--- src/core/cats_pkg.sv ---
// Notes on behaviour
// - Any accepted arm setting change marks acquired measurement data invalid.
// - Start sequence leaves idle on immediate initiate or continuous enable.
// - Start arm layer passes straight on when source immediate, else waits arm event.
// - Start trigger state waits comparator condition, then begins measurement.
// - After begin, start sequence holds in ST_HOLD until end of measurement.
// - Begin moves stop sequence to arm; immediate source passes, else waits event.
// - Stop trigger state waits comparator condition, then signals end of measurement.
// - On end, incomplete count re-arms; complete count climbs to initiated layer.
// - Initiated layer re-arms when continuous is on, otherwise returns to idle.
// - Immediate initiate runs one cycle from idle; outside idle ignored, error -213.
// - Idle holds until initiate or continuous on; continuous chains cycles; resets off.
// - Continuous off during operation finishes the current cycle before idle.
// - Continuous on outside idle has no effect and queues error -213; off is taken in any state.
// - Abort forces idle at once and keeps all configuration.
// - Start slope positive, negative or default; resets positive; outside idle -221.
// - Stop slope positive, negative or default; outside idle ignored, error -221.
// - Sources are immediate, external arm or trigger line 0..7; reset immediate.
// - Start source selection coerces stop source so ext and line never mix.
// - Stop source selection coerces start source likewise.
// - A trigger line owned by a gate output is rejected with error -221.
// - Source change outside idle ignored; start queues -221, stop queues -213.
// - Full error queue overwrites its newest entry with -350; the new error is dropped.
package cats_pkg;
   localparam int ADDR_W = 8;
   localparam int DATA_W = 32;
   // Register byte offsets
   localparam logic [ADDR_W-1:0] REG_CMD     = 8'h00;
   localparam logic [ADDR_W-1:0] REG_CONT    = 8'h04;
   localparam logic [ADDR_W-1:0] REG_STA_SRC = 8'h08;
   localparam logic [ADDR_W-1:0] REG_STA_SLP = 8'h0C;
   localparam logic [ADDR_W-1:0] REG_STP_SRC = 8'h10;
   localparam logic [ADDR_W-1:0] REG_STP_SLP = 8'h14;
   localparam logic [ADDR_W-1:0] REG_STATUS  = 8'h18;
   localparam logic [ADDR_W-1:0] REG_ERRQ    = 8'h1C;
   localparam logic [ADDR_W-1:0] REG_MCOUNT  = 8'h20;
   // Field positions
   localparam int CMD_INIT_BIT  = 0;
   localparam int CMD_ABORT_BIT = 1;
   localparam int CONT_BIT      = 0;
   localparam int STS_START_LSB = 0;
   localparam int STS_STOP_LSB  = 4;
   localparam int STS_CONT_BIT  = 8;
   localparam int STS_DV_BIT    = 9;
   localparam int STS_EQ_LSB    = 12;
   // Arm source: 0 immediate, 1 external arm, 8..F trigger line 0..7
   localparam int SRC_W = 4;
   localparam int LINE_W = 3;
   localparam int NLINES = 8;
   localparam int SRC_TRIG_BIT = 3;
   localparam logic [SRC_W-1:0] SRC_IMM = 4'h0;
   localparam logic [SRC_W-1:0] SRC_EXT = 4'h1;
   localparam int SLP_W = 2;
   localparam logic [SLP_W-1:0] SLP_POS = 2'h0;
   localparam logic [SLP_W-1:0] SLP_NEG = 2'h1;
   localparam logic [SLP_W-1:0] SLP_DEF = 2'h2;
   // Error codes, 16-bit two's complement
   localparam int ERR_W = 16;
   localparam logic [ERR_W-1:0] ERR_NONE     = 16'h0000;
   localparam logic [ERR_W-1:0] ERR_INIT_IGN = 16'hFF2B;
   localparam logic [ERR_W-1:0] ERR_CONFLICT = 16'hFF23;
   localparam logic [ERR_W-1:0] ERR_OVERFLOW = 16'hFEA2;
   localparam int EQ_PTR_W = 2;
   localparam int EQ_CNT_W = 3;
   localparam logic [EQ_CNT_W-1:0] EQ_DEPTH = 3'h4;
   localparam int MCNT_W = 8;
   localparam logic [MCNT_W-1:0] MCNT_RESET = 8'h01;

   typedef enum logic [2:0] {
      ST_IDLE = 3'h0,
      ST_INIT = 3'h1,
      ST_ARM  = 3'h3,
      ST_TRIG = 3'h2,
      ST_HOLD = 3'h6
   } cats_start_t;

   typedef enum logic [1:0] {
      SP_IDLE = 2'h0,
      SP_ARM  = 2'h1,
      SP_TRIG = 2'h3
   } cats_stop_t;
endpackage

--- src/core/cats_seq.sv ---
`timescale 1ns/10ps
module cats_seq
   import cats_pkg::*;
(
   // Clock and reset
   input  wire logic              mclk_in,
   input  wire logic              srst_in,
   // Register port
   input  wire logic [ADDR_W-1:0] reg_addr_in,
   input  wire logic [DATA_W-1:0] reg_wdata_in,
   input  wire logic              reg_wr_in,
   input  wire logic              reg_rd_in,
   output logic      [DATA_W-1:0] reg_rdata_out,
   // Arm and trigger inputs
   input  wire logic              ext_arm_in,
   input  wire logic [NLINES-1:0] trig_line_in,
   input  wire logic [NLINES-1:0] gate_owned_in,
   input  wire logic              start_cond_in,
   input  wire logic              stop_cond_in,
   // Measurement actions and state
   output logic                   begin_meas_out,
   output logic                   end_meas_out,
   output logic                   idle_out,
   output logic                   data_valid_out
);

   cats_start_t       start_q;
   cats_stop_t        stop_q;
   logic              fresh_q;
   logic              cont_q;
   logic              begin_q;
   logic              end_q;
   logic              data_valid_q;
   logic [SRC_W-1:0]  start_src_q;
   logic [SRC_W-1:0]  stop_src_q;
   logic [SLP_W-1:0]  start_slp_q;
   logic [SLP_W-1:0]  stop_slp_q;
   logic [MCNT_W-1:0] mcount_q;
   logic [MCNT_W-1:0] meas_cnt_q;
   logic              ext_prev_q;
   logic [NLINES-1:0] line_prev_q;
   logic [ERR_W-1:0]  eq_mem [EQ_DEPTH];
   logic [EQ_PTR_W-1:0] eq_wr_q;
   logic [EQ_PTR_W-1:0] eq_rd_q;
   logic [EQ_CNT_W-1:0] eq_cnt_q;
   logic [DATA_W-1:0] rdata_q;

   logic              is_idle;
   logic              wr_cmd;
   logic              wr_cont;
   logic              wr_sta_src;
   logic              wr_stp_src;
   logic              wr_sta_slp;
   logic              wr_stp_slp;
   logic              init_req;
   logic              abort_req;
   logic              cont_on_req;
   logic              cont_off_req;
   logic [SRC_W-1:0]  new_src;
   logic [SLP_W-1:0]  new_slp;
   logic              src_good;
   logic              slp_good;
   logic              sta_src_ok;
   logic              stp_src_ok;
   logic              sta_slp_ok;
   logic              stp_slp_ok;
   logic              arm_chg;
   logic              err_push;
   logic [ERR_W-1:0]  err_code;
   logic              eq_pop;
   logic              eq_full;
   logic              start_hit;
   logic              stop_hit;
   logic              count_done;
   logic [MCNT_W-1:0] mcount_eff;
   logic [DATA_W-1:0] status_w;

   // Legal encoding and not a line already driven by a gate output
   function automatic logic src_legal(input logic [SRC_W-1:0] s,
                                      input logic [NLINES-1:0] owned);
      if (s[SRC_TRIG_BIT])
         return !owned[s[LINE_W-1:0]];
      return (s == SRC_IMM) || (s == SRC_EXT);
   endfunction

   // Keeps external arm and trigger lines from mixing across the two sources
   function automatic logic [SRC_W-1:0] coerce(input logic [SRC_W-1:0] sel,
                                               input logic [SRC_W-1:0] other);
      if ((sel == SRC_EXT) && other[SRC_TRIG_BIT])
         return SRC_EXT;
      if (sel[SRC_TRIG_BIT] && (other == SRC_EXT))
         return sel;
      return other;
   endfunction

   // Arm event: immediate always passes, else the chosen edge of the source
   function automatic logic arm_hit(input logic [SRC_W-1:0] s,
                                    input logic [SLP_W-1:0] slp,
                                    input logic ext, input logic ext_p,
                                    input logic [NLINES-1:0] ln,
                                    input logic [NLINES-1:0] ln_p);
      logic c;
      logic p;
      c = s[SRC_TRIG_BIT] ? ln[s[LINE_W-1:0]] : ext;
      p = s[SRC_TRIG_BIT] ? ln_p[s[LINE_W-1:0]] : ext_p;
      if (s == SRC_IMM)
         return 1'b1;
      if (slp == SLP_NEG)
         return !c && p;
      return c && !p;
   endfunction

   assign is_idle      = (start_q == ST_IDLE);
   assign wr_cmd       = reg_wr_in && (reg_addr_in == REG_CMD);
   assign wr_cont      = reg_wr_in && (reg_addr_in == REG_CONT);
   assign wr_sta_src   = reg_wr_in && (reg_addr_in == REG_STA_SRC);
   assign wr_stp_src   = reg_wr_in && (reg_addr_in == REG_STP_SRC);
   assign wr_sta_slp   = reg_wr_in && (reg_addr_in == REG_STA_SLP);
   assign wr_stp_slp   = reg_wr_in && (reg_addr_in == REG_STP_SLP);
   // Abort outranks an initiate written in the same word
   assign abort_req    = wr_cmd && reg_wdata_in[CMD_ABORT_BIT];
   assign init_req     = wr_cmd && reg_wdata_in[CMD_INIT_BIT] && !abort_req;
   assign cont_on_req  = wr_cont && reg_wdata_in[CONT_BIT];
   assign cont_off_req = wr_cont && !reg_wdata_in[CONT_BIT];
   assign new_src      = reg_wdata_in[SRC_W-1:0];
   assign new_slp      = reg_wdata_in[SLP_W-1:0];
   assign src_good     = src_legal(new_src, gate_owned_in);
   assign slp_good     = (new_slp == SLP_POS) || (new_slp == SLP_NEG) || (new_slp == SLP_DEF);
   assign sta_src_ok   = wr_sta_src && is_idle && src_good;
   assign stp_src_ok   = wr_stp_src && is_idle && src_good;
   assign sta_slp_ok   = wr_sta_slp && is_idle && slp_good;
   assign stp_slp_ok   = wr_stp_slp && is_idle && slp_good;
   assign arm_chg      = sta_src_ok || stp_src_ok || sta_slp_ok || stp_slp_ok;

   // Error source; only one register write per cycle, so one code at most
   always_comb
   begin
      err_push = 1'b0;
      err_code = ERR_NONE;
      if (init_req && !is_idle)
      begin
         err_push = 1'b1;
         err_code = ERR_INIT_IGN;
      end
      if (cont_on_req && !is_idle)
      begin
         err_push = 1'b1;
         err_code = ERR_INIT_IGN;
      end
      if (wr_sta_src && !sta_src_ok)
      begin
         err_push = 1'b1;
         err_code = ERR_CONFLICT;
      end
      if (wr_stp_src && !stp_src_ok)
      begin
         err_push = 1'b1;
         err_code = is_idle ? ERR_CONFLICT : ERR_INIT_IGN;
      end
      if ((wr_sta_slp && !sta_slp_ok) || (wr_stp_slp && !stp_slp_ok))
      begin
         err_push = 1'b1;
         err_code = ERR_CONFLICT;
      end
   end

   assign start_hit  = arm_hit(start_src_q, start_slp_q, ext_arm_in, ext_prev_q,
                               trig_line_in, line_prev_q);
   assign stop_hit   = arm_hit(stop_src_q, stop_slp_q, ext_arm_in, ext_prev_q,
                               trig_line_in, line_prev_q);
   assign mcount_eff = (mcount_q == '0) ? MCNT_RESET : mcount_q;
   assign count_done = (meas_cnt_q + MCNT_RESET) >= mcount_eff;

   // Follows the pins through reset as well, so release brings no false edge
   always_ff @(posedge mclk_in)
   begin
      ext_prev_q  <= ext_arm_in;
      line_prev_q <= trig_line_in;
   end

   // Start sequence
   always_ff @(posedge mclk_in)
   begin
      if (srst_in)
         start_q <= ST_IDLE;
      else if (abort_req)
         start_q <= ST_IDLE;
      else
         unique case (start_q)
            ST_IDLE:
               if (init_req || cont_on_req)
                  start_q <= ST_INIT;
            ST_INIT:
               start_q <= (fresh_q || cont_q) ? ST_ARM : ST_IDLE;
            ST_ARM:
               if (start_hit)
                  start_q <= ST_TRIG;
            ST_TRIG:
               if (start_cond_in)
                  start_q <= ST_HOLD;
            // Held until end, then count check
            ST_HOLD:
               if (end_q)
                  start_q <= count_done ? ST_INIT : ST_ARM;
         endcase
   end

   // First pass through the initiated layer always goes down to arm
   always_ff @(posedge mclk_in)
   begin
      if (srst_in || abort_req || (start_q == ST_INIT))
         fresh_q <= 1'b0;
      else if (is_idle && (init_req || cont_on_req))
         fresh_q <= 1'b1;
   end

   always_ff @(posedge mclk_in)
   begin
      if (srst_in || (start_q == ST_INIT))
         meas_cnt_q <= '0;
      else if ((start_q == ST_HOLD) && end_q)
         meas_cnt_q <= meas_cnt_q + MCNT_RESET;
   end

   always_ff @(posedge mclk_in)
   begin
      if (srst_in)
         begin_q <= 1'b0;
      else
         begin_q <= (start_q == ST_TRIG) && start_cond_in && !abort_req;
   end

   always_ff @(posedge mclk_in)
   begin
      if (srst_in || abort_req)
         stop_q <= SP_IDLE;
      else
         unique case (stop_q)
            SP_IDLE:
               if (begin_q)
                  stop_q <= SP_ARM;
            SP_ARM:
               if (stop_hit)
                  stop_q <= SP_TRIG;
            SP_TRIG:
               if (stop_cond_in)
                  stop_q <= SP_IDLE;
         endcase
   end

   always_ff @(posedge mclk_in)
   begin
      if (srst_in)
         end_q <= 1'b0;
      else
         end_q <= (stop_q == SP_TRIG) && stop_cond_in && !abort_req;
   end

   // Continuous mode; off is taken in any state
   always_ff @(posedge mclk_in)
   begin
      if (srst_in)
         cont_q <= 1'b0;
      else if (cont_off_req)
         cont_q <= 1'b0;
      else if (cont_on_req && is_idle)
         cont_q <= 1'b1;
   end

   always_ff @(posedge mclk_in)
   begin
      if (srst_in)
      begin
         start_src_q <= SRC_IMM;
         stop_src_q  <= SRC_IMM;
      end
      else if (sta_src_ok)
      begin
         start_src_q <= new_src;
         stop_src_q  <= coerce(new_src, stop_src_q);
      end
      else if (stp_src_ok)
      begin
         stop_src_q  <= new_src;
         start_src_q <= coerce(new_src, start_src_q);
      end
   end

   // Slopes; default is stored as positive
   always_ff @(posedge mclk_in)
   begin
      if (srst_in)
      begin
         start_slp_q <= SLP_POS;
         stop_slp_q  <= SLP_POS;
      end
      else if (sta_slp_ok)
         start_slp_q <= (new_slp == SLP_NEG) ? SLP_NEG : SLP_POS;
      else if (stp_slp_ok)
         stop_slp_q  <= (new_slp == SLP_NEG) ? SLP_NEG : SLP_POS;
   end

   always_ff @(posedge mclk_in)
   begin
      if (srst_in)
         mcount_q <= MCNT_RESET;
      else if (reg_wr_in && (reg_addr_in == REG_MCOUNT))
         mcount_q <= reg_wdata_in[MCNT_W-1:0];
   end

   // Completed measurement is valid until an arm setting changes
   always_ff @(posedge mclk_in)
   begin
      if (srst_in)
         data_valid_q <= 1'b0;
      else if (end_q)
         data_valid_q <= 1'b1;
      else if (arm_chg)
         data_valid_q <= 1'b0;
   end

   // Error queue; a read of the queue register pops the oldest code
   assign eq_pop  = reg_rd_in && (reg_addr_in == REG_ERRQ) && (eq_cnt_q != '0);
   assign eq_full = (eq_cnt_q == EQ_DEPTH) && !eq_pop;

   always_ff @(posedge mclk_in)
   begin
      if (srst_in)
      begin
         eq_wr_q  <= '0;
         eq_rd_q  <= '0;
         eq_cnt_q <= '0;
      end
      else
      begin
         if (eq_pop)
            eq_rd_q <= eq_rd_q + 2'h1;
         if (err_push && !eq_full)
            eq_wr_q <= eq_wr_q + 2'h1;
         if ((err_push && !eq_full) && !eq_pop)
            eq_cnt_q <= eq_cnt_q + 3'h1;
         else if (eq_pop && !(err_push && !eq_full))
            eq_cnt_q <= eq_cnt_q - 3'h1;
      end
   end

   always_ff @(posedge mclk_in)
   begin
      if (err_push && eq_full)
         eq_mem[eq_wr_q - 2'h1] <= ERR_OVERFLOW;
      else if (err_push)
         eq_mem[eq_wr_q] <= err_code;
   end

   always_comb
   begin
      status_w = '0;
      status_w[STS_START_LSB +: 3] = start_q;
      status_w[STS_STOP_LSB +: 2] = stop_q;
      status_w[STS_CONT_BIT] = cont_q;
      status_w[STS_DV_BIT] = data_valid_q;
      status_w[STS_EQ_LSB +: EQ_CNT_W] = eq_cnt_q;
   end

   // Read data stand one cycle after the strobe; unmapped reads give zero
   always_ff @(posedge mclk_in)
   begin
      if (srst_in || !reg_rd_in)
         rdata_q <= '0;
      else
         unique case (reg_addr_in)
            REG_CONT:    rdata_q <= DATA_W'(cont_q);
            REG_STA_SRC: rdata_q <= DATA_W'(start_src_q);
            REG_STP_SRC: rdata_q <= DATA_W'(stop_src_q);
            REG_STA_SLP: rdata_q <= DATA_W'(start_slp_q);
            REG_STP_SLP: rdata_q <= DATA_W'(stop_slp_q);
            REG_STATUS:  rdata_q <= status_w;
            REG_ERRQ:    rdata_q <= eq_pop ? DATA_W'(eq_mem[eq_rd_q]) : '0;
            REG_MCOUNT:  rdata_q <= DATA_W'(mcount_q);
            default:     rdata_q <= '0;
         endcase
   end

   assign reg_rdata_out  = rdata_q;
   assign begin_meas_out = begin_q;
   assign end_meas_out   = end_q;
   assign idle_out       = is_idle;
   assign data_valid_out = data_valid_q;
endmodule

--- config.mk ---
export PLATFORM = sky130hd
export DESIGN_NAME = cats_seq
export DESIGN_NICKNAME = d
export VERILOG_FILES = /design/src/core/cats_pkg.sv /design/src/core/cats_seq.sv
export SDC_FILE = /design/constraint.sdc
export NUM_CORES = 1
export LEC_CHECK = 0
export ABC_AREA = 0
export BUFFER_PORTS_ARGS = -buffer_cell sky130_fd_sc_hd__clkbuf_2
export CAP_MARGIN = 15
export CORE_MARGIN = 2
export CORE_UTILIZATION = 50
export CTS_BUF_LIST = sky130_fd_sc_hd__clkbuf_16
export DETAILED_ROUTE_END_ITERATION = 12
export PLACE_DENSITY = 0.75
export RECOVER_POWER = 100
export SLEW_MARGIN = 25
export SYNTH_ARGS = -nofsm -noshare
export SYNTH_HDL_FRONTEND = slang
export SYNTH_SLANG_ARGS = --single-unit
--- constraint.sdc ---
create_clock -name mclk_in -period 4 [get_ports mclk_in]
set_input_delay 0.6 -clock mclk_in [delete_from_list [all_inputs] [get_ports mclk_in]]
set_output_delay 0.6 -clock mclk_in [all_outputs]
set_load 0.01 [all_outputs]
**Word level (Yosys, flattened, before mapping)**

Memories as Yosys holds them, arrays and structs flattened. A register that Yosys moved wholly into a read port is not among the register bits.
Index checks and enable logic that the tools add are counted.

- ROM bits: 0
- Flip-flop bits (word level): 86
- Memory bits (writable): 64
- Output and inout bits: 36
- Latch bits: 0
- Memories: 1

- $add $sub $neg: 6
- Magnitude comparators: 4
- Bitwise operators: 1
- Mux-type cells: 99
- Shifts and indexed selects: 0
- Reduce and logical (&&, ||, !) cells: 98
- Equality and inequality tests: 30
- $mul: 0
- Divide/modulo/power cells: 0

Memory list:

| name | words | width | rd ports | clocked after memory_dff | wr ports | RTL line | text |
|---|---|---|---|---|---|---|---|
| eq_mem | 4 | 16 | 1 | 1 | 1 | cats_seq.sv:42 | `logic [ERR_W-1:0] eq_mem [EQ_DEPTH];` |

Operator list:

| cell | number |
|---|---|
| $pmux W16 S8 | 1 |
| $mux W16 | 7 |
| $mux W1 | 56 |
| $mux W4 | 13 |
| $logic_and A1 B1 Y1 | 48 |
| $eq A8 B5 Y1 const B | 4 |
| $mux W3 | 6 |
| $eq A8 B4 Y1 const B | 2 |
| $logic_not A1 Y1 | 16 |
| $logic_not A8 Y1 | 2 |
| $mux W2 | 8 |
| $reduce_or A16 Y1 | 1 |
| $bmux W1 S3 | 5 |
| $pmux W3 S5 | 1 |
| $logic_or A1 B1 Y1 | 13 |
| $eq A4 B1 Y1 const B | 3 |
| $logic_not A4 Y1 | 3 |
| $lt A3 B4 Y1 const B | 3 |
| $ne A2 B2 Y1 const B | 6 |
| $add A8 B1 Y8 const B | 1 |
| $eq A2 B1 Y1 const B | 4 |
| $eq A8 B3 Y1 const B | 1 |
| $eq A8 B6 Y1 const B | 1 |
| $ge A8 B8 Y1 | 1 |
| other kinds (21) | 32 |

**Logic depth before layout (Yosys ltp)**

Gate-level depths: netlist of the first run.

- Depth after elaboration: 17
- Gate-level depth with buffers: 14

**Worst setup path after synthesis of the first run**

Ideal clock, no wire load.

- Path type: input-to-reg
- From: input reg_addr_in[5]
- To: register eq_cnt_q[2]
- Stages on the path: 12
- Library setup time: 0.071 ns
- Path slack: 0.851 ns
- Path buffers: 0
- Arrival time: 3.079 ns
- Data required time: 3.929 ns
- Cells stage by stage: nor4_2 -> o2111ai_1 -> o211ai_1 -> a21oi_2 -> or2_1 -> inv_1 -> ha_1 -> inv_1 -> fa_1 -> xor2_1 -> or3_1 -> a21oi_1

- Cells in the longest elaborated chain, start to end: 15

RTL lines:

| item | RTL line | text |
|---|---|---|
| from (decl) | cats_seq.sv:9 | `input wire logic [ADDR_W-1:0] reg_addr_in,` |
| $logic_not A8 Y1 | cats_seq.sv:114 | `assign wr_cmd = reg_wr_in && (reg_addr_in == REG_CMD);` |
| $logic_and A1 B1 Y1 | cats_seq.sv:114 |  |
| $logic_and A1 B1 Y1 | cats_seq.sv:121 | `assign abort_req = wr_cmd && reg_wdata_in[CMD_ABORT_BIT];` |
| $logic_not A1 Y1 | cats_seq.sv:122 | `assign init_req = wr_cmd && reg_wdata_in[CMD_INIT_BIT] && !abort_req;` |
| $logic_and A1 B1 Y1 | cats_seq.sv:122 |  |
| $logic_and A1 B1 Y1 | cats_seq.sv:140 | `if (init_req && !is_idle)` |
| $mux W1 | cats_seq.sv:140 |  |
| $mux W1 | cats_seq.sv:145 | `if (cont_on_req && !is_idle)` |
| $mux W1 | cats_seq.sv:150 | `if (wr_sta_src && !sta_src_ok)` |
| $mux W1 | cats_seq.sv:155 | `if (wr_stp_src && !stp_src_ok)` |
| $mux W1 | cats_seq.sv:160 | `if ((wr_sta_slp && !sta_slp_ok) \|\| (wr_stp_slp && !stp_slp_ok))` |
| $logic_and A1 B1 Y1 | cats_seq.sv:340, cats_seq.sv:342 |  |
| $logic_not A1 Y1 | cats_seq.sv:342 | `else if (eq_pop && !(err_push && !eq_full))` |
| $logic_and A1 B1 Y1 | cats_seq.sv:342 |  |
| $reduce_bool A2 Y1 (no source line) | -- |  |
| to (signal assigned) | cats_seq.sv:341 | `eq_cnt_q <= eq_cnt_q + 3'h1;` |
| to (signal assigned) | cats_seq.sv:343 | `eq_cnt_q <= eq_cnt_q - 3'h1;` |
| to (decl) | cats_seq.sv:45 | `logic [EQ_CNT_W-1:0] eq_cnt_q;` |

Parallel ways exist; a longest one is shown, timed or not.
A chain may end at the register's enable or synchronous reset.

**Final worst setup path of the first run**

- From: register start_q[0]
- To: register eq_cnt_q[2]

- Cells in the longest elaborated chain, start to end: 12

RTL lines:

| item | RTL line | text |
|---|---|---|
| from (decl) | cats_seq.sv:27 | `cats_start_t start_q;` |
| from (signal assigned) | cats_seq.sv:194 | `start_q <= (fresh_q \|\| cont_q) ? ST_ARM : ST_IDLE;` |
| from (signal assigned) | cats_seq.sv:204 | `start_q <= count_done ? ST_INIT : ST_ARM;` |
| $logic_not A3 Y1 * | cats_seq.sv:113 | `assign is_idle = (start_q == ST_IDLE);` |
| $logic_not A1 Y1 or $logic_and A1 B1 Y1 (tied branches) | cats_seq.sv:140, cats_seq.sv:145, cats_seq.sv:129 |  |
| $logic_and A1 B1 Y1 (on tied branches) | cats_seq.sv:140, cats_seq.sv:129 |  |
| $mux W1 or $logic_not A1 Y1 (tied branches) | cats_seq.sv:140, cats_seq.sv:150 |  |
| $mux W1 or $logic_and A1 B1 Y1 (tied branches) | cats_seq.sv:145, cats_seq.sv:150 |  |
| $mux W1 | cats_seq.sv:150 |  |
| $mux W1 | cats_seq.sv:155 |  |
| $mux W1 * | cats_seq.sv:160 |  |
| $logic_and A1 B1 Y1 * | cats_seq.sv:340, cats_seq.sv:342 |  |
| $logic_not A1 Y1 | cats_seq.sv:342 |  |
| $logic_and A1 B1 Y1 | cats_seq.sv:342 |  |
| $reduce_bool A2 Y1 (no source line) | -- |  |

Mark *: on every way between the ends. The rest lies on a longest branch, timed or not.

==> metrics.md, run 1 <==
| Metric | Value |
|---|---|
| Outcome | `finished clean` |
| Via/cell ratio | `5.909` |
| Starting utilization of the core area | `0.5202` |
| Vias after detailed routing | `3622` |
| Detailed-placement wirelength estimate | `7393 µm` |
| Number of register bits inferred by synthesis | `84` |
| Wire length after detailed routing | `10100 µm` |
| Buffers inserted by post-CTS timing repair | `0` |
| Number of top-level pins | `99` |
| Max Clock Skew | `0.006589 ns` |
| Port Buffers | `58` |
| Dominant cells by area after synthesis | `sky130_fd_sc_hd__dfxtp_1 (32%), sky130_fd_sc_hd__edfxtp_1 (11%), sky130_fd_sc_hd__mux4_2 (6.8%), sky130_fd_sc_hd__a21oi_1 (4.0%), sky130_fd_sc_hd__nor2_1 (3.8%)` |
| YS warnings | `0` |
| Portion of total power attributed to sequential cells | `0.479` |
| Final Hold Vio Count | `0` |
| Area share of the leading cell type in the synthesized netlist | `0.3169` |
| Cell Pwr Density | `374.9 mW/mm²` |
| RSZ-0062 raised after global routing | `false` |
| Shortest period the worst path allows | `3.340 ns` |
| Combinational fraction of design power | `0.048` |
| CTS tree | `built` |
| Global-route wire length before repair | `16870 µm` |
| Initial antenna violation count | `0` |
| Maximum cell stage delay along the critical path | `0.48 ns` |
| IR drop worst, VDD | `168.8 µV` |
| Slew Limit Headroom | `0.04774` |
| Hold buffer count at cts | `0` |
| Cell breakdown of the critical path | `or3_1, a311o_1, o22a_1, a21oi_1, or2_0, inv_1, ha_1, inv_1, fa_1, xor2_1, or3_1, a21oi_1` |
| Total track usage | `0.2236` |
| Die H | `96.69 µm` |
| Clock latency reported for the late side of the worst-skew pair | `0.34 ns` |
| Count of placed standard cells in the final layout, fillers left out | `613` |
| Crit path max fanout | `9` |
| Fraction of final layout cells with drive strength greater than 1 | `0.1339` |
| Kind of critical path | `flop to flop` |
| Overflow left after global routing | `0` |
| Commonest non-fill, non-tap cell in the layout | `sky130_fd_sc_hd__dfxtp_1` |
| Hold/Removal Path Class | `primary input to flop` |
| Endpoint kind of the worst setup timing path | `flop` |
| Switching part of the total | `0.2179` |
| Final core utilization | `0.5858` |
| Clock network fraction of total power | `0.474` |
| Design internal power | `1.418 mW` |
| Most frequent cells in the layout | `sky130_fd_sc_hd__dfxtp_1 (68), sky130_fd_sc_hd__nor2_1 (43), sky130_fd_sc_hd__clkbuf_1 (36)` |
| Maximum clock path buffer count | `2` |
| DRC violation count after routing | `0` |
| Inserted Clock Buffers | `9` |
| Antenna diode instance count | `0` |
| Pre-Repair DR Iteration Count | `5` |
| Synthesized cell area | `0.004295 mm²` |
| Post-DR wirelength/cell | `16.48 µm` |
| P&R area growth vs syn | `12.61%` |
| Main flop type after synthesis | `sky130_fd_sc_hd__dfxtp_1` |
| Row Count | `33` |
| Seq/Total Area, Yosys | `0.4288` |
| Number of cells produced by synthesis | `445` |
| Required time worst endpoint | `4.25 ns` |
| Maximum number of pins on one net before global-route repair | `32` |
| Period Utilization, post-route | `0.8350` |
| Die Wd | `96.69 µm` |
| Placeable core area | `0.008258 mm²` |
| Total of max-cap violations | `0` |
| Distinct cells, synth | `67` |
| Via count of the first global-routing pass | `3494` |
| Final weighted congestion of routability-driven global placement | `0.9149` |
| Clock-pin slew on the worst setup and hold paths | `0.06 ns` |
| Switching power of the nets | `0.3952 mW` |
| Number of enable flip-flop cells after synthesis | `16` |
| Post-cts repair resize count | `0` |
| Kind of launch point of the worst setup path | `flop` |
| Data arrival time of the critical path | `3.59 ns` |
| DRC violation total after the first TritonRoute iteration | `332` |
| Number of nets still failing antenna checks after routing | `0` |
| Post-synthesis average cell area | `9.653 µm²` |
| Final Max Tran Viols | `0` |
| Total negative slack for setup checks | `0 ns` |
| Final net count | `577` |
| Area of the die | `0.009348 mm²` |
| Number of placed cells counting well taps | `597` |
| CTS Sinks | `84` |
| Least-Margin Pin Slew | `1.428 ns` |
| Number of setup violations in the final report | `0` |
| Slowest stage cell on the critical path | `sky130_fd_sc_hd__or3_1` |
| Max Freq | `0.2994 GHz` |
| Number of H-tree levels | `3` |
| Library cell with the largest summed area after synthesis | `sky130_fd_sc_hd__dfxtp_1` |
| Pleak | `1.760 nW` |
| Clock root buffer | `sky130_fd_sc_hd__clkbuf_16` |
| Fraction of registers with async set or reset after synthesis | `0` |
-- path summary, 6_finish.rpt --
path	start	end	slack, ns	cells past startpoint
setup / recovery	start_q[0]	eq_cnt_q[2]	0.66	12
hold / removal	trig_line_in[7]	line_prev_q[7]	0.40	1
setup reg to reg	start_q[0]	eq_cnt_q[2]	0.66	12
hold reg to reg	begin_meas_out	stop_q[0]	0.49	1
-- routing by layer --
metal	up-vias	part of all wire	global-route usage
li1	1708	-	-
met1	1716	0.43	0.2918
met2	163	0.46	0.3542
met3	35	0.071	0.05636
met4	0	0.035	0.09534
met5	-	0	0
-- state kept, by name, indices dropped and copies added (netlist names), 3 cells and up, named ones only --
signal         flops
eq_mem            16
reg_rdata_out     14
line_prev_q        8
mcount_q           8
meas_cnt_q         8
start_src_q        4
stop_src_q         4
eq_cnt_q           3
start_q            3
-- synthesized netlist by cell type (all sizes together), types with 4 or more instances --
cell,instances
nand2,35
xor2,7
buf,24
mux2i,8
a21oi,35
dfxtp,68
a31oi,7
and2,4
nor3,11
nand4,4
edfxtp,16
o21ai,10
nand3,17
xnor2,7
nor2b,5
inv,19
a22oi,15
or3,9
nor2,43
mux4,13
ha,10
clkbuf,13
and3,4
nor4,5
-- logic make-up (layout without fill, tap and decap cells) --
kind of cell | after synthesis | count (layout) | synth area share
flops | 84 | 84 | 0.4288
xor+xnor | 14 | 14 | 0.02855
buf+inv | 56 | 101 | 0.06962
simple gates | 159 | 159 | 0.1934
compound gates | 97 | 97 | 0.1547
fa+ha+maj | 11 | 11 | 0.03379
mux | 22 | 22 | 0.08943
other cells | 2 | 20 | 0.001748
-- cell type report --
type                       count  area [µm²]
fill                         739        3421
multi-input combinational    323        2186
sequential                    84        1842
timing repair buffer          66       295.3
clock buffer                  10       250.2
tap                          105       131.4
inverter                      19       71.32
clock inverter                 6       61.31
-- power by group through the flow --
stage	clock network [mW]	logic (mW)	registers (mW)
after detailed placement	0	0.0900	0.887
after global placement	0	0.0876	0.886
after CTS	0.867	0.0904	0.868
final	0.859	0.0863	0.868
after floorplan	0	0.0643	0.886
after global routing	0.913	0.0953	0.868
-- critical path: cells and delay by family (launching register included) --
kind | cells | cell delay (ns)
xor gates and xnor gates | 1 | 0.08
adders and majority gates | 2 | 0.37
and+or+nand+nor | 3 | 1.03
AOI/OAI and AO/OA | 4 | 1.27
DFF | 1 | 0.38
buffers and inverters | 2 | 0.14
-- metrics by stage --
| step | setup WS, ns | instance area [µm²] | total power [mW] | hold slack, ns |
|---|---|---|---|---|
| final | 0.6601 | 4837 | 1.814 | 0.4045 |
| after global routing | 0.4211 | 4837 | 1.876 | 0.4025 |
| after CTS | 0.9798 | 4928 | 1.826 | 0.3810 |
| after detailed placement | 0.6631 | 4617 | 0.9768 | 0.4801 |
| after global placement | 0.7249 | 4617 | 0.9738 | 0.4748 |
| after floorplan | 0.8509 | 4363 | 0.9499 | 0.4389 |
Power figures use the tool's default switching activity.
==> inputs of run 2 (changes only) <==
--- a/config.mk
+++ b/config.mk
@@ -9,10 +9,10 @@
 export BUFFER_PORTS_ARGS = -buffer_cell sky130_fd_sc_hd__clkbuf_2
 export CAP_MARGIN = 15
 export CORE_MARGIN = 2
-export CORE_UTILIZATION = 50
+export CORE_UTILIZATION = 49
 export CTS_BUF_LIST = sky130_fd_sc_hd__clkbuf_16
 export DETAILED_ROUTE_END_ITERATION = 12
-export PLACE_DENSITY = 0.75
+export PLACE_DENSITY = 0.76
 export RECOVER_POWER = 100
 export SLEW_MARGIN = 25
 export SYNTH_ARGS = -nofsm -noshare
==> constraint.sdc (replaced) <==
create_clock -name mclk_in -period 2.88 [get_ports mclk_in]
set_input_delay 0.432 -clock mclk_in [delete_from_list [all_inputs] [get_ports mclk_in]]
set_output_delay 0.432 -clock mclk_in [all_outputs]
set_load 0.01 [all_outputs]
==> metrics.md, run 2 (synthesis gave the netlist of run 1 again) <==
| Metric | Value |
|---|---|
| DRC violation total after the first TritonRoute iteration | `249` |
| Max Freq | `0.3709 GHz` |
| Global-route wire length before repair | `16550 µm` |
| Most frequent cells in the layout | `sky130_fd_sc_hd__dfxtp_1 (68), sky130_fd_sc_hd__nor2_1 (43), sky130_fd_sc_hd__clkbuf_1 (40)` |
| R2r startpoint | `start_q[0]` |
| Starting utilization of the core area | `0.4999` |
| Placement-stage worst setup slack | `-0.1245 ns` |
| Placeable core area | `0.008593 mm²` |
| RSZ-0062 raised after global routing | `false` |
| Fraction of final layout cells with drive strength greater than 1 | `0.1774` |
| Via/cell ratio | `5.724` |
| Buffers inserted by post-CTS timing repair | `0` |
| Maximum number of pins on one net before global-route repair | `31` |
| Commonest non-fill, non-tap cell in the layout | `sky130_fd_sc_hd__dfxtp_1` |
| Shortest period the worst path allows | `2.697 ns` |
| Flip-flop count of the largest register after layout | `16` |
| IR drop worst, VDD | `289.1 µV` |
| Number of H-tree levels | `3` |
| DRC violation count after routing | `0` |
| Worst hold margin | `0.2342 ns` |
| Required time worst endpoint | `3.15 ns` |
| Clock latency reported for the late side of the worst-skew pair | `0.34 ns` |
| Number of top-level pins | `99` |
| Hold buffer count at cts | `0` |
| Slew Limit Headroom | `0.6338` |
| Final core utilization | `0.5847` |
| Register-to-Register Path Depth | `13` |
| Final Max Tran Viols | `0` |
| Period Utilization, post-route | `0.9363` |
| P&R area growth vs syn | `16.98%` |
| Final net count | `599` |
| Pre-Repair DR Iteration Count | `5` |
| Maximum clock path buffer count | `2` |
| Data arrival time of the critical path | `2.96 ns` |
| Endpoint kind of the worst setup timing path | `flop` |
| Number of cells on the worst hold path | `1` |
| Die H | `97.63 µm` |
| Slack of the worst reg-to-reg path | `0.18 ns` |
| Post-DR wirelength/cell | `15.77 µm` |
| Cell Pwr Density | `491.7 mW/mm²` |
| Capturing element of the worst setup path | `eq_cnt_q[2]` |
| Number of setup violations in the final report | `0` |
| Final weighted congestion of routability-driven global placement | `0.8254` |
| Crit path max fanout | `6` |
| Pleak | `1.841 nW` |
| Vias after detailed routing | `3652` |
| Total power consumption of the routed design | `2.471 mW` |
| Clock root buffer | `sky130_fd_sc_hd__clkbuf_16` |
| Hold/Removal Path Class | `primary input to flop` |
| Kind of critical path | `flop to flop` |
| Max Clock Skew | `0.007926 ns` |
| Antenna diode instance count | `0` |
| Wire length after detailed routing | `10060 µm` |
| Row Count | `34` |
| Number of nets still failing antenna checks after routing | `0` |
| Overflow left after global routing | `0` |
| Inserted Clock Buffers | `9` |
| Area of the die | `0.009531 mm²` |
| Port Buffers | `58` |
| Clock-pin slew on the worst setup and hold paths | `0.07 ns` |
| Register bank with the most flops | `eq_mem` |
| CTS Sinks | `84` |
| Final Hold Vio Count | `0` |
| Total of max-cap violations | `0` |
| Total track usage | `0.2162` |
| Initial antenna violation count | `0` |
| CTS tree | `built` |
| Outcome | `finished clean` |
| Kind of launch point of the worst setup path | `flop` |
| Worst setup slack after layout | `0.1835 ns` |
| Least-Margin Pin Slew | `0.5494 ns` |
| Worst reg2reg path endpoint | `eq_cnt_q[2]` |
| Die Wd | `97.63 µm` |
| Detailed-placement wirelength estimate | `7667 µm` |
| Via count of the first global-routing pass | `3498` |
| Post-cts repair resize count | `0` |
| Crit path from | `start_q[0]` |
run 2: worst min path at each step:
| stage | from | end | slack (ns) |
|---|---|---|---|
| floorplan | stop_q[0] | stop_q[1] | 0.44 |
| global placement | begin_meas_out | stop_q[0] | 0.47 |
| detailed placement | begin_meas_out | stop_q[0] | 0.49 |
| CTS | trig_line_in[3] | line_prev_q[3] | 0.21 |
| global route | trig_line_in[7] | line_prev_q[7] | 0.23 |
| finish | trig_line_in[7] | line_prev_q[7] | 0.23 |
run 2: layer usage:
metal,wire [µm],GRT usage,share of wire,vias to the layer above
li1,-,-,-,1751
met1,4406,0.2848,0.44,1734
met2,4764,0.3501,0.47,146
met3,657,0.03957,0.065,21
met4,236,0.09188,0.023,0
met5,0,0,0,-
run 2: critical path: stages (launching register included):
cell and delay (ns):
sky130_fd_sc_hd__dfxtp_1 0.31, sky130_fd_sc_hd__or3_1 0.46, sky130_fd_sc_hd__inv_1 0.23, sky130_fd_sc_hd__nand3_1 0.12, sky130_fd_sc_hd__o22a_4 0.26, sky130_fd_sc_hd__a21oi_4 0.16
sky130_fd_sc_hd__or2_4 0.14, sky130_fd_sc_hd__inv_1 0.04, sky130_fd_sc_hd__ha_2 0.16, sky130_fd_sc_hd__inv_1 0.07, sky130_fd_sc_hd__fa_2 0.19, sky130_fd_sc_hd__xor2_1 0.07
sky130_fd_sc_hd__or3_1 0.30, sky130_fd_sc_hd__a21oi_1 0.12
run 2: layout make-up:
class / instances / area (µm²)
Multi-Input combinational cell: 323 / 2241
Sequential cell: 84 / 1842
Tap cell: 108 / 135.1
Fill cell: 774 / 3568
Clock buffer: 10 / 250.2
Clock inverter: 6 / 42.54
Timing Repair Buffer: 88 / 442.9
Inverter: 19 / 71.32
run 2: power by group:
part | total [mW] | switching (mW) | internal [mW]
logic | 0.140 | 0.0812 | 0.0588
clock network | 1.13 | 0.484 | 0.641
registers | 1.21 | 0.00410 | 1.20
total | 2.47 | 0.569 | 1.90
run 2: per-stage QoR:
step / cell area [µm²] / setup TNS, ns / instances
after floorplan: 4399 / 0 / 463
after global placement: 4822 / -0.01299 / 622
after detailed placement: 4822 / -0.1245 / 622
after CTS: 5115 / 0 / 638
after global routing: 5025 / 0 / 638
final: 5025 / 0 / 638
